[config.mk]
export PLATFORM = sky130hd
export DESIGN_NAME = jtag_tap
export DESIGN_NICKNAME = d
export VERILOG_FILES = /design/src/hdl/pin_sync.v /design/src/hdl/jtag_tap.v
export VERILOG_INCLUDE_DIRS = /design/src /design/src/hdl
export SDC_FILE = /design/constraint.sdc
export NUM_CORES = 1
export LEC_CHECK = 0
export ABC_CLOCK_PERIOD_IN_PS = 1900
export BUFFER_PORTS_ARGS = -buffer_cell sky130_fd_sc_hd__buf_2
export CORE_ASPECT_RATIO = 0.75
export CORE_UTILIZATION = 40
export CTS_BUF_LIST = sky130_fd_sc_hd__clkbuf_8
export DETAILED_ROUTE_END_ITERATION = 8
export HOLD_SLACK_MARGIN = 0.02
export PLACE_DENSITY = 0.62
export SLEW_MARGIN = 30
export SYNTH_ARGS = -nofsm -noshare
export SYNTH_HDL_FRONTEND = slang
export SYNTH_HIERARCHICAL = 1
export SYNTH_SLANG_ARGS = --single-unit
[constraint.sdc]
create_clock -name REF_CLK -period 1.9 [get_ports REF_CLK]
set_input_delay 0.38 -clock REF_CLK [delete_from_list [all_inputs] [get_ports REF_CLK]]
set_output_delay 0.38 -clock REF_CLK [all_outputs]
set_load 0.03 [all_outputs]
[src/hdl/tap_consts.vh]
// How it works
// - one TDO pin, muxed between own controller output and core debug output
// - core debug instructions route core TDO in Shift-DR; own instructions and Shift-IR route own TDO
// - instruction chain is four bits and holds the current instruction
// - bypass, idcode, sample/preload, extest, intest, access-port, debug-port, abort
// - state advances only on sampled TMS at rising TCK, on TRST and on power-on reset
// - TAP state decides capture, shift and update of the selected chain
// - TAP state decides whether instruction or data chain is accessed
// - held instruction selects which data chain is used
// - extest and intest act on held data without their own chain activity
// - unimplemented codes decode as bypass
// - serial data enters on TDI and leaves on TDO
// - TRST low resets TAP and test logic without a TCK edge
// - while TRST low, TAP stays in Test-Logic-Reset
// - entering Test-Logic-Reset loads IDCODE into the instruction register
// - after reset the pins serve the test function, select bit set
// - moving pins to general I/O needs unlock and commit first
// - five TMS-high rising edges reach Test-Logic-Reset from any state
// - power-on reset also forces Test-Logic-Reset
// - TDO not driven unless shifting data out
// - shifted data reaches parallel register only in update state
`ifndef TAP_CONSTS_VH
`define TAP_CONSTS_VH

`define IR_W            4
`define DR_W            32
`define BSR_W           8
`define INSTR_EXTEST    4'h0
`define INSTR_INTEST    4'h1
`define INSTR_SAMPLE    4'h2
`define INSTR_ABORT     4'h8
`define INSTR_DEBUG_PORT_ACCESS_INSTR     4'ha
`define INSTR_ACCESS_PORT_ACCESS_INSTR     4'hb
`define INSTR_IDCODE    4'he
`define INSTR_BYPASS    4'hf
`define IR_CAPTURE_VAL  4'h1
// arbitrary neutral identification value
`define IDCODE_VAL      32'h1000_0001
`define UNLOCK_KEY      32'h5a5a_c3c3

`define ST_RESET        4'h0
`define ST_IDLE         4'h1
`define ST_SEL_DR       4'h2
`define ST_CAP_DR       4'h3
`define ST_SH_DR        4'h4
`define ST_EX1_DR       4'h5
`define ST_PAU_DR       4'h6
`define ST_EX2_DR       4'h7
`define ST_UPD_DR       4'h8
`define ST_SEL_IR       4'h9
`define ST_CAP_IR       4'ha
`define ST_SH_IR        4'hb
`define ST_EX1_IR       4'hc
`define ST_PAU_IR       4'hd
`define ST_EX2_IR       4'he
`define ST_UPD_IR       4'hf

`endif

[src/hdl/pin_sync.v]
`timescale 1ns/10ps
`default_nettype none
module pin_sync (
	// clock and reset
	input  wire clk,
	input  wire rst_n,
	// pin in, synchronised out
	input  wire din,
	output reg  dout
);
	reg stage;

	always @(posedge clk) begin
		if (!rst_n) begin
			stage <= 1'b0;
			dout  <= 1'b0;
		end else begin
			stage <= din;
			dout  <= stage;
		end
	end
endmodule
`default_nettype wire

[src/hdl/jtag_tap.v]
`timescale 1ns/10ps
`default_nettype none
`include "tap_consts.vh"
module jtag_tap (
	// clock and power-on reset
	input  wire        REF_CLK,
	input  wire        RESETN,
	// test port pins
	input  wire        TCK,
	input  wire        TMS,
	input  wire        TDI,
	input  wire        TRST_N,
	output reg         TDO,
	output reg         TDO_OE,
	// core debug TAP
	input  wire        CORE_TDO,
	output reg         CORE_SEL,
	// boundary cells
	input  wire [7:0]  PIN_IN,
	output reg  [7:0]  BSR_OUT,
	output reg         EXTEST_ACTIVE,
	output reg         INTEST_ACTIVE,
	// pin function control
	input  wire        ALT_WR,
	input  wire        ALT_WDATA,
	input  wire        LOCK_WR,
	input  wire [31:0] LOCK_WDATA,
	input  wire        COMMIT_WR,
	input  wire        COMMIT_WDATA,
	output reg         ALT_FUNCTION_SELECT_BIT,
	output reg  [3:0]  TAP_STATE
);
	////////////////////////////////////////////////////////////////////////
	wire tck_s;
	wire tms_s;
	wire tdi_s;
	wire trst_s;
	wire ctdo_s;
	reg  tck_d;
	wire tck_rise;
	wire tck_fall;
	wire trst_now;

	pin_sync u_tck  (.clk(REF_CLK), .rst_n(RESETN), .din(TCK),      .dout(tck_s));
	pin_sync u_tms  (.clk(REF_CLK), .rst_n(RESETN), .din(TMS),      .dout(tms_s));
	pin_sync u_tdi  (.clk(REF_CLK), .rst_n(RESETN), .din(TDI),      .dout(tdi_s));
	pin_sync u_trst (.clk(REF_CLK), .rst_n(RESETN), .din(TRST_N),   .dout(trst_s));
	pin_sync u_ctdo (.clk(REF_CLK), .rst_n(RESETN), .din(CORE_TDO), .dout(ctdo_s));

	always @(posedge REF_CLK) begin
		if (!RESETN)
			tck_d <= 1'b0;
		else
			tck_d <= tck_s;
	end

	assign tck_rise = tck_s & ~tck_d;
	assign tck_fall = ~tck_s & tck_d;
	// trst acts on its own, no tck edge needed
	assign trst_now = ~trst_s;

	////////////////////////////////////////////////////////////////////////
	reg [3:0] state;
	reg [3:0] next_state;

	always @* begin
		next_state = state;
		case (state)
		`ST_RESET:  next_state = tms_s ? `ST_RESET  : `ST_IDLE;
		`ST_IDLE:   next_state = tms_s ? `ST_SEL_DR : `ST_IDLE;
		`ST_SEL_DR: next_state = tms_s ? `ST_SEL_IR : `ST_CAP_DR;
		`ST_CAP_DR: next_state = tms_s ? `ST_EX1_DR : `ST_SH_DR;
		`ST_SH_DR:  next_state = tms_s ? `ST_EX1_DR : `ST_SH_DR;
		`ST_EX1_DR: next_state = tms_s ? `ST_UPD_DR : `ST_PAU_DR;
		`ST_PAU_DR: next_state = tms_s ? `ST_EX2_DR : `ST_PAU_DR;
		`ST_EX2_DR: next_state = tms_s ? `ST_UPD_DR : `ST_SH_DR;
		`ST_UPD_DR: next_state = tms_s ? `ST_SEL_DR : `ST_IDLE;
		`ST_SEL_IR: next_state = tms_s ? `ST_RESET  : `ST_CAP_IR;
		`ST_CAP_IR: next_state = tms_s ? `ST_EX1_IR : `ST_SH_IR;
		`ST_SH_IR:  next_state = tms_s ? `ST_EX1_IR : `ST_SH_IR;
		`ST_EX1_IR: next_state = tms_s ? `ST_UPD_IR : `ST_PAU_IR;
		`ST_PAU_IR: next_state = tms_s ? `ST_EX2_IR : `ST_PAU_IR;
		`ST_EX2_IR: next_state = tms_s ? `ST_UPD_IR : `ST_SH_IR;
		`ST_UPD_IR: next_state = tms_s ? `ST_SEL_DR : `ST_IDLE;
		default:    next_state = `ST_RESET;
		endcase
	end

	always @(posedge REF_CLK) begin
		if (!RESETN)
			state <= `ST_RESET;
		else if (trst_now)
			state <= `ST_RESET;
		else if (tck_rise)
			state <= next_state;
	end

	////////////////////////////////////////////////////////////////////////
	// instruction chain and decode
	reg  [3:0]  ir_shift;
	reg  [3:0]  ir;
	reg  [3:0]  instr;
	wire        in_reset;

	assign in_reset = (state == `ST_RESET);

	always @* begin
		case (ir)
		`INSTR_EXTEST, `INSTR_INTEST, `INSTR_SAMPLE, `INSTR_ABORT,
		`INSTR_DEBUG_PORT_ACCESS_INSTR, `INSTR_ACCESS_PORT_ACCESS_INSTR, `INSTR_IDCODE:
			instr = ir;
		default:
			instr = `INSTR_BYPASS;
		endcase
	end

	wire core_instr = (instr == `INSTR_ABORT) | (instr == `INSTR_DEBUG_PORT_ACCESS_INSTR) |
		(instr == `INSTR_ACCESS_PORT_ACCESS_INSTR);

	always @(posedge REF_CLK) begin
		if (!RESETN || trst_now || in_reset) begin
			ir_shift <= `IR_CAPTURE_VAL;
			ir       <= `INSTR_IDCODE;
		end else if (tck_rise) begin
			case (state)
			`ST_CAP_IR: ir_shift <= `IR_CAPTURE_VAL;
			`ST_SH_IR:  ir_shift <= {tdi_s, ir_shift[3:1]};
			`ST_UPD_IR: ir       <= ir_shift;
			default:    ir_shift <= ir_shift;
			endcase
		end
	end

	////////////////////////////////////////////////////////////////////////
	// data chains: bypass, idcode, boundary
	reg         byp;
	reg  [31:0] id_shift;
	reg  [7:0]  bsr_shift;
	wire        dr_cap = tck_rise & (state == `ST_CAP_DR);
	wire        dr_sh  = tck_rise & (state == `ST_SH_DR);
	wire        dr_upd = tck_rise & (state == `ST_UPD_DR);

	always @(posedge REF_CLK) begin
		if (!RESETN || trst_now) begin
			byp       <= 1'b0;
			id_shift  <= 32'h0000_0000;
			bsr_shift <= 8'h00;
			BSR_OUT   <= 8'h00;
		end else begin
			if (instr == `INSTR_BYPASS) begin
				if (dr_cap)
					byp <= 1'b0;
				else if (dr_sh)
					byp <= tdi_s;
			end
			if (instr == `INSTR_IDCODE) begin
				if (dr_cap)
					id_shift <= `IDCODE_VAL;
				else if (dr_sh)
					id_shift <= {tdi_s, id_shift[31:1]};
			end
			// extest/intest never touch chains here
			if (instr == `INSTR_SAMPLE) begin
				if (dr_cap)
					bsr_shift <= PIN_IN;
				else if (dr_sh)
					bsr_shift <= {tdi_s, bsr_shift[7:1]};
				else if (dr_upd)
					BSR_OUT <= bsr_shift;
			end
		end
	end

	always @(posedge REF_CLK) begin
		if (!RESETN || trst_now) begin
			EXTEST_ACTIVE <= 1'b0;
			INTEST_ACTIVE <= 1'b0;
		end else begin
			EXTEST_ACTIVE <= (instr == `INSTR_EXTEST);
			INTEST_ACTIVE <= (instr == `INSTR_INTEST);
		end
	end

	////////////////////////////////////////////////////////////////////////
	// own tdo and output mux, changes on falling tck
	reg own_tdo;

	always @* begin
		case (instr)
		`INSTR_IDCODE:                               own_tdo = id_shift[0];
		`INSTR_SAMPLE, `INSTR_EXTEST, `INSTR_INTEST: own_tdo = bsr_shift[0];
		default:                                     own_tdo = byp;
		endcase
		if (state == `ST_SH_IR)
			own_tdo = ir_shift[0];
	end

	wire shifting = (state == `ST_SH_IR) | (state == `ST_SH_DR);

	always @(posedge REF_CLK) begin
		if (!RESETN || trst_now) begin
			TDO      <= 1'b0;
			TDO_OE   <= 1'b0;
			CORE_SEL <= 1'b0;
		end else if (tck_fall) begin
			CORE_SEL <= core_instr;
			TDO_OE   <= shifting;
			if (core_instr && state == `ST_SH_DR)
				TDO <= ctdo_s;
			else
				TDO <= own_tdo;
		end
	end

	always @(posedge REF_CLK) begin
		if (!RESETN)
			TAP_STATE <= `ST_RESET;
		else
			TAP_STATE <= state;
	end

	////////////////////////////////////////////////////////////////////////
	// pin function with commit protection
	reg unlocked;
	reg commit;

	always @(posedge REF_CLK) begin
		if (!RESETN) begin
			unlocked                <= 1'b0;
			commit                  <= 1'b0;
			ALT_FUNCTION_SELECT_BIT <= 1'b1;
		end else begin
			if (LOCK_WR)
				unlocked <= (LOCK_WDATA == `UNLOCK_KEY);
			if (COMMIT_WR && unlocked)
				commit <= COMMIT_WDATA;
			if (ALT_WR && unlocked && commit)
				ALT_FUNCTION_SELECT_BIT <= ALT_WDATA;
		end
	end
endmodule
`default_nettype wire

After elaboration in Yosys (flattened, before gate mapping)
Cells that the tools add are included.
W data, S select, Z words.

word-level totals
  register bits = 84
  input port bits = 52
  word-level logic and storage cells = 117

cells by class
  eq/ne operators = 29
  multiplexer cells = 24
  bitwise operators = 13
  reductions and logical operators = 24

operators by type and width
  operator                count
  $eq A4 B4 Y1 const B    17
  $mux W32                2
  $pmux W4 S12            1
  $eq A32 B31 Y1 const B  1
  $mux W4                 5
  $eq A4 B2 Y1 const B    4
  $eq A4 B3 Y1 const B    4
  $mux W8                 2
  $eq A4 B1 Y1 const B    3
  $logic_not A4 Y1        3
  $reduce_and A2 Y1       6
  $pmux W4 S2             1
  $mux W1                 7
  $reduce_or A7 Y1        1
  $mux W2                 3
  $mux W3                 2
  $reduce_or A3 Y1        2
  $and A1 B1 Y1           5
  $not A1 Y1              5
  $logic_and A1 B1 Y1     4
  $reduce_and A4 Y1       1
  $reduce_bool A2 Y1      2
  $reduce_or A2 Y1        2
  $or A1 B1 Y1            3
  3 further kinds         4

Longest topological paths before layout
Gate-level depths: netlist of run 1.

  depth in word-level cells = 8
  gate-level depth with buffers = 7
  gate-level depth less buffers = 4

Cells and area by module
The synthesis of run 1 kept the hierarchy.

by module, submodules not included
  module    times used  cells an instance  area each (sq um)  seq. area each (sq um)
  jtag_tap  1           374                3253.1             1481.4
  pin_sync  5           4                  52.6               40.0

Least setup slack after synthesis of run 1
Ideal clock, no wire load.

  path kind = register to register
  from = register state[1]
  to = register TDO
  library setup time = 0.103 ns
  arrival = 1.499 ns
  path slack = 0.298 ns
  cell stages (with the launch flop) = 6
  path buffers = 1
  path through = dfxtp_1 buf_6 or4b_4 a221oi_2 nor4_1 a2111oi_2

on the way
  longest elaborated chain between the ends = 3
  elaborated cells between the ends (all ways) = 5

ends and longest elaborated chain
  element                                                RTL line        RTL
  start, declared                                        jtag_tap.v:63   reg [3:0] state;
  start signal, assigned                                 jtag_tap.v:91   state <= `ST_RESET;
  start signal, assigned                                 jtag_tap.v:93   state <= `ST_RESET;
  start signal, assigned                                 jtag_tap.v:95   state <= next_state;
  $eq A4 B4 Y1 / $eq A4 B3 Y1 (equally long branches)    --
  $mux W1 / $logic_and A1 B1 Y1 (equally long branches)  --
  $mux W1 (*)                                            jtag_tap.v:208  if (core_instr && state == `ST_SH_DR)
  end signal, assigned                                   jtag_tap.v:209  TDO <= ctdo_s;
  end signal, assigned                                   jtag_tap.v:211  TDO <= own_tdo;
  end, declared                                          jtag_tap.v:13   output reg TDO,

Mark *: on every way between the ends. The rest lies on a longest branch, timed or not.
A chain may end at the register's enable or synchronous reset.

Worst setup path after layout of run 1
  from = register ir[0]
  to = register BSR_OUT[4]

on the way
  longest elaborated chain between the ends = 5
  elaborated cells between the ends (all ways) = 11

ends and longest elaborated chain
  element                                 RTL line        RTL
  start, declared                         jtag_tap.v:101  reg [3:0] ir;
  start signal, assigned                  jtag_tap.v:123  ir <= `INSTR_IDCODE;
  start signal, assigned                  jtag_tap.v:128  `ST_UPD_IR: ir <= ir_shift;
  $eq A4 B1 Y1 (tied with other cells)    jtag_tap.v:108  case (ir)
  $reduce_or A7 Y1                        jtag_tap.v:108
  $mux W4 (*)                             jtag_tap.v:108
  $eq A4 B2 Y1 (*)                        --
  $reduce_and A4 Y1 (no source line) (*)  --
  end signal, assigned                    jtag_tap.v:169  BSR_OUT <= bsr_shift;
  end, declared                           jtag_tap.v:20   output reg [7:0] BSR_OUT,

Marked as above.

==> qor.csv, run 1 <==
stage;metric;value;unit
outcome;status;completed;
cts;total clock sinks;84;
routing;detailed-route via count;2939;
timing;final max-slew violation count;0;
cells_and_area;n_diodes;0;
global_routing;GRT overflow;0;
yosys;Syn Inst Count;394;
routing;initial DRC count;177;
die;# IOs;70;
yosys;Synth cell types;58;
timing;setup TNS;0;ns
placed_design;post-DP HPWL;5090;um
yosys;synth warn;6;
placed_design;count of buffers from port buffering;69;
power;pwr dens;746;nW/um2
timing;minimum clock period;1.75;ns
cells_and_area;layout cell share with drive strength beyond 1;23.8;%
worst_hold_path;Hold Path Stages;2;
placed_design;Final GP Congestion;0.820;
timing;fmax;571;MHz
cells_and_area;Layout Nets;510;
power;sequential share of power;56.5;%
worst_setup_path;Reg-to-Reg Start;ir[0]$_SDFFE_PP0P_;
power;Sw Pwr;702;uW
power;Peak VDD IR;0.000359;V
timing;hold_ws;0.237;ns
cts;Reg clk slew, reported paths;0.08;ns
routing;DRC Markers;0;
die;initial core utilization;41.4;%
worst_setup_path;Levels on crit path;4;
cts;clk_lat worst skew;0.34;ns
die;Die Ht;83.2;um
yosys;Synth Area per Inst;8.92;um2
worst_setup_path;Worst setup EP type;flop;
cts;cts bufs inserted;9;
yosys;net count after synthesis;446;
cts;worst-case clock buffer depth;2;
routing;WL per Instance;12.9;um
die;Core ar.;8490;um2
die;number of core rows;29;
global_routing;pin count of the biggest net entering global routing;51;
global_routing;vias in the first global route;2531;
yosys;Synth Register Bits;84;
routing;via density per instance;5.15;
global_routing;gr usage total;16.8;%
routing;drt pass-1 iters;4;
cells_and_area;P&R area growth vs syn;20.0;%
timing;Slew HR;71.0;%
timing;Slew @ Worst Pin;0.434;ns
worst_setup_path;CP Launch Type;flop;
worst_setup_path;Slowest-stage cell, CP;nor4b_2;
cells_and_area;Fillers;832;
worst_setup_path;worst-path cell chain;nor4b_2 > nand4_2 > mux2i_1 > nor2_1;
timing;fin crit share;92.2;%
global_routing;initial antenna violation count;0;
timing;unrepaired setup endpoints after global routing;false;
worst_setup_path;Critical Path AT;1.99;ns
power;Sw Ratio;22.3;%
cts;CTS Root Cell;clkbuf_8;
power;cell-internal power;2450;uW
worst_setup_path;crit path from;ir[0]$_SDFFE_PP0P_;
routing;Routed Antenna Nets;0;
yosys;synthesized cell area;3520;um2
yosys;dominant cell type by area after synthesis;dfxtp_1;
timing;final setup skew;0.00726;ns
power;Clk pwr share;40.2;%
die;total die area;9170;um2
worst_setup_path;critical path class;flop to flop;
worst_setup_path;Worst Path Required;2.14;ns
run;total of max-cap violations;0;
global_routing;first-pass GRT wire length;12200;um
yosys;ys flop type;dfxtp_1;
yosys;Seq/Total Area, Yosys;47.8;%
worst_setup_path;max incr delay on CP;0.45;ns
cts;count of cells resized by post-cts repair;0;
power;P_leak;0.00168;uW
cts;CTS H-tree lvls;3;
yosys;share of the synthesized area in the top cell type;47.8;%
cts;Post-CTS Setup Inserts;0;
timing;final hold violations;0;
worst_setup_path;worst r2r path cells;4;
worst_setup_path;peak fanout along the critical path;10;
yosys;largest cells by area after synthesis;dfxtp_1, mux2i_1, nand3_1, a21oi_1, nand2_1;
yosys;number of enable flip-flop cells after synthesis;0;
worst_setup_path;Crit path buffers/inverters;0;
worst_hold_path;HP Class;input pin to flop;
timing;setup violators final;0;
yosys;async set-reset flop share out of synthesis;0;%
power;part of the power in combinational logic;3.3;%
worst_setup_path;Crit path max-delay family;simple AND/OR/NAND/NOR gates;
worst_hold_path;hold_sp;TCK;
cts;CTS tree;built;
routing;final WL;7390;um
die;Die Wd;110;um
cts;Hold Buf Count CTS;0;
cells in the final DEF (no fill, tap or decap), drive strengths merged, types with 8 or more instances in the layout:
| cell type | n |
|---|---|
| and2 | 18 |
| nand3 | 39 |
| o21ai | 8 |
| nand2 | 41 |
| clkbuf | 9 |
| a211oi | 10 |
| a21oi | 36 |
| buf | 85 |
| mux2i | 21 |
| dfxtp | 84 |
| nor2 | 26 |
layout make-up:
cell class / count / area, um2 / share of cell area, %
well taps: 108 / 135 / 3.20
multi-input cells: 275 / 1680 / 39.7
clock buffers: 9 / 124 / 2.94
flip-flops and latches: 84 / 1680 / 39.8
clock inverters: 7 / 76.3 / 1.81
inverters: 3 / 11.3 / 0.267
repair buffers: 85 / 515 / 12.2
cell usage after synthesis (all sizes together), types with 6 or more instances:
master  instances
buf            12
dfxtp          84
mux2i          21
clkbuf         20
nor2           26
nand2          41
a211oi         10
a21oi          36
nand3          39
nand2b          6
and2           18
o21ai           8
cells by family after synthesis:
| kind of cell | share of synthesized area, % |
|---|---|
| AO/OA/AOI/OAI | 15.1 |
| XOR/XNOR | 0.498 |
| buffers and inverters | 4.48 |
| flip-flops | 47.8 |
| multiplexers | 5.98 |
| AND/OR/NAND/NOR | 26.1 |
power by group through the flow:
stage	Clock, uW	Combinational (uW)	Sequential [uW]
6_report	1270	104	1780
5_1_grt	1380	116	1780
4_1_cts	1310	104	1780
3_5_place_dp	0	104	1820
3_3_place_gp	0	102	1820
2_1_floorplan	0	40.3	1810
per-stage QoR:
stage / worst slack (ns) / cells / util, % / cell area, um2 / power (uW)
3_5_place_dp: 0.223 / 555 / 47.3 / 4020 / 1920
6_report: 0.149 / 571 / 49.7 / 4220 / 3150
5_1_grt: 0.0563 / 571 / 49.7 / 4220 / 3270
2_1_floorplan: 0.298 / 394 / - / 3520 / 1850
4_1_cts: 0.152 / 571 / 49.7 / 4220 / 3190
3_3_place_gp: 0.282 / 555 / 47.3 / 4020 / 1920
layer usage:
| metal | global-route usage, % | vias up | wire [um] |
|---|---|---|---|
| li1 | - | 1528 | - |
| met4 | 6.46 | 0 | 138 |
| met1 | 25.1 | 1313 | 3790 |
| met3 | 4.32 | 11 | 413 |
| met5 | 0 | - | 0 |
| met2 | 22.9 | 87 | 3050 |
worst paths after layout:
| check | endpoint | slack, ns |
|---|---|---|
| worst max-delay path | BSR_OUT[4]$_SDFFE_PN0P_ | 0.15 |
| worst max register to register | BSR_OUT[4]$_SDFFE_PN0P_ | 0.15 |
| worst min-delay path | u_tck/stage$_SDFF_PN0_ | 0.24 |
| worst min register to register | u_tck/dout$_SDFF_PN0_ | 0.43 |
flip-flops by register name, indices dropped and copies added, names as in the netlist, 4 cells and up:
signal,cells
BSR_OUT,8
TAP_STATE,4
bsr_shift,8
id_shift,32
ir,4
ir_shift,4
state,4
Note: power is estimated with default switching activity, not from simulation.
==> inputs of run 2 (changes only) <==
==> constraint.sdc (replaced) <==
create_clock -name REF_CLK -period 1.9 [get_ports REF_CLK]
set_input_delay 0 -clock REF_CLK [delete_from_list [all_inputs] [get_ports REF_CLK]]
set_output_delay 0 -clock REF_CLK [all_outputs]
set_load 0.03 [all_outputs]
==> run 2 against run 1 <==
Clock skew up 0.0045 ns. Utilization up 2.1 points. Worst hold slack better by 0.15 ns. Count of clock-buffer cells in the layout unchanged. Combinational power up 24%. Maximum frequency down 1.1%. Wire length up 2.9%. Sequential power about the same. Final area up 4.3%. Die area unchanged. First-iteration DRC count down 24%. Critical path type unchanged. Critical endpoint is now commit$_SDFFE_PN0P_. Largest cell class unchanged.
==> qor.csv, run 2 (same netlist as run 1, synthesis figures left out) <==
stage;metric;value;unit
cells_and_area;most common cell after layout, fill and taps aside;dfxtp_1;
worst_setup_path;crit path from;unlocked$_SDFFE_PN0P_;
outcome;status;completed;
die;# IOs;70;
timing;Slew HR;65.9;%
cts;Reg clk slew, reported paths;0.09;ns
cells_and_area;Layout Nets;530;
die;total die area;9170;um2
timing;setup violators final;0;
die;Die Ht;83.2;um
power;sequential share of power;55.7;%
timing;fin crit share;93.2;%
routing;final WL;7610;um
worst_setup_path;Critical Path AT;2.07;ns
power;pwr dens;726;nW/um2
cells_and_area;P&R area growth vs syn;25.2;%
power;Sw Pwr;725;uW
power;Sw Ratio;22.7;%
timing;setup TNS;0;ns
worst_hold_path;HP Class;input pin to flop;
worst_setup_path;peak fanout along the critical path;4;
placed_design;Final GP Congestion;0.787;
power;Peak VDD IR;0.000354;V
timing;final hold violations;0;
routing;WL per Instance;12.9;um
placed_design;post-DP HPWL;4940;um
worst_setup_path;Worst Path Required;2.20;ns
worst_setup_path;Reg-to-Reg Start;unlocked$_SDFFE_PN0P_;
cells_and_area;layout cell share with drive strength beyond 1;22.8;%
worst_setup_path;critical path class;flop to flop;
global_routing;initial antenna violation count;0;
cts;cts bufs inserted;9;
cts;Post-CTS Setup Inserts;0;
routing;Routed Antenna Nets;0;
timing;unrepaired setup endpoints after global routing;false;
timing;final setup skew;0.0118;ns
power;P_leak;0.00175;uW
cts;CTS H-tree lvls;3;
cells_and_area;register with the most flip-flops;id_shift;
cts;CTS Root Cell;clkbuf_8;
worst_setup_path;CP Launch Type;flop;
global_routing;pin count of the biggest net entering global routing;51;
timing;fmax;565;MHz
routing;drt pass-1 iters;4;
worst_setup_path;Worst setup EP type;flop;
cts;total clock sinks;84;
cells_and_area;n_diodes;0;
routing;via density per instance;5.13;
placed_design;Placed Instances;553;
routing;initial DRC count;135;
global_routing;vias in the first global route;2761;
power;part of the power in combinational logic;4.0;%
cells_and_area;biggest regs;id_shift: 32 flops, BSR_OUT: 8 flops, bsr_shift: 8 flops;
global_routing;first-pass GRT wire length;12900;um
cts;worst-case clock buffer depth;2;
die;Core ar.;8490;um2
placed_design;count of buffers from port buffering;69;
die;initial core utilization;41.4;%
power;Clk pwr share;40.3;%
worst_hold_path;hold_sp;TMS;
routing;DRC Markers;0;
cells_and_area;most frequent cells in the layout;dfxtp_1, buf_2, nand2_1;
run;total of max-cap violations;0;
cells_and_area;max reg flops;32;
routing;detailed-route via count;3029;
timing;final max-slew violation count;0;
die;number of core rows;29;
cts;CTS tree;built;
timing;Slew @ Worst Pin;0.512;ns
die;Die Wd;110;um
global_routing;GRT overflow;0;
global_routing;gr usage total;17.7;%
power;cell-internal power;2470;uW
cts;clk_lat worst skew;0.36;ns
power;Power, Total;3190;uW
cells_and_area;non-filler cells, final;591;
timing;minimum clock period;1.77;ns
==> run 2: final timing paths <==
kind | end | cells past startpoint | slack [ns]
hold reg to reg | u_tms/dout$_SDFF_PN0_ | 1 | 0.43
hold / removal | u_tms/stage$_SDFF_PN0_ | 3 | 0.39
setup / recovery | commit$_SDFFE_PN0P_ | 4 | 0.13
setup reg to reg | commit$_SDFFE_PN0P_ | 4 | 0.13
==> run 2: power by group through the flow <==
| stage | clock network [uW] | logic [uW] | registers (uW) |
|---|---|---|---|
| final | 1290 | 129 | 1780 |
| after CTS | 1330 | 127 | 1780 |
| after global routing | 1400 | 141 | 1780 |
| after detailed placement | 0 | 100 | 1820 |
| after global placement | 0 | 98.0 | 1820 |
| after floorplan | 0 | 40.3 | 1810 |
==> run 2: timing repair <==
| item | CTS | global route |
|---|---|---|
| hold buffers | 22 | 0 |
| gates resized for setup | 0 | 3 |
| endpoints found under the setup margin | 0 | 6 |
| hold endpoints to repair | 16 | 0 |
==> run 2: critical path: stages (launching register included) <==
cell and delay [ns]:
dfxtp_1 0.38, nand3_1 0.08, dlygate4sd3_1 0.55, a21boi_0 0.15, dlygate4sd3_1 0.56
==> run 2: per-stage QoR <==
step	utilization, %	setup WS [ns]	area (um2)	hold WS, ns
detailed placement	46.9	0.188	3980	0.212
CTS	51.8	0.141	4400	0.363
finish	51.8	0.129	4400	0.387
global placement	46.9	0.286	3980	0.207
global route	51.8	0.0322	4400	0.373
floorplan	-	0.298	3520	0.122
==> run 2: per-layer routing <==
metal	up-vias	track usage (%)	wire length (um)
met4	0	4.67	74
met5	-	0	0
met1	1392	25.3	3850
met3	8	5.10	338
li1	1560	-	-
met2	69	26.0	3340
==> run 2: layout make-up <==
class / instances / area, um2
inverter: 3 / 11.3
timing repair buffer: 105 / 698
tap: 108 / 135
fill: 805 / 4090
sequential: 84 / 1680
multi-input combinational: 275 / 1680
clock inverter: 7 / 73.8
clock buffer: 9 / 124
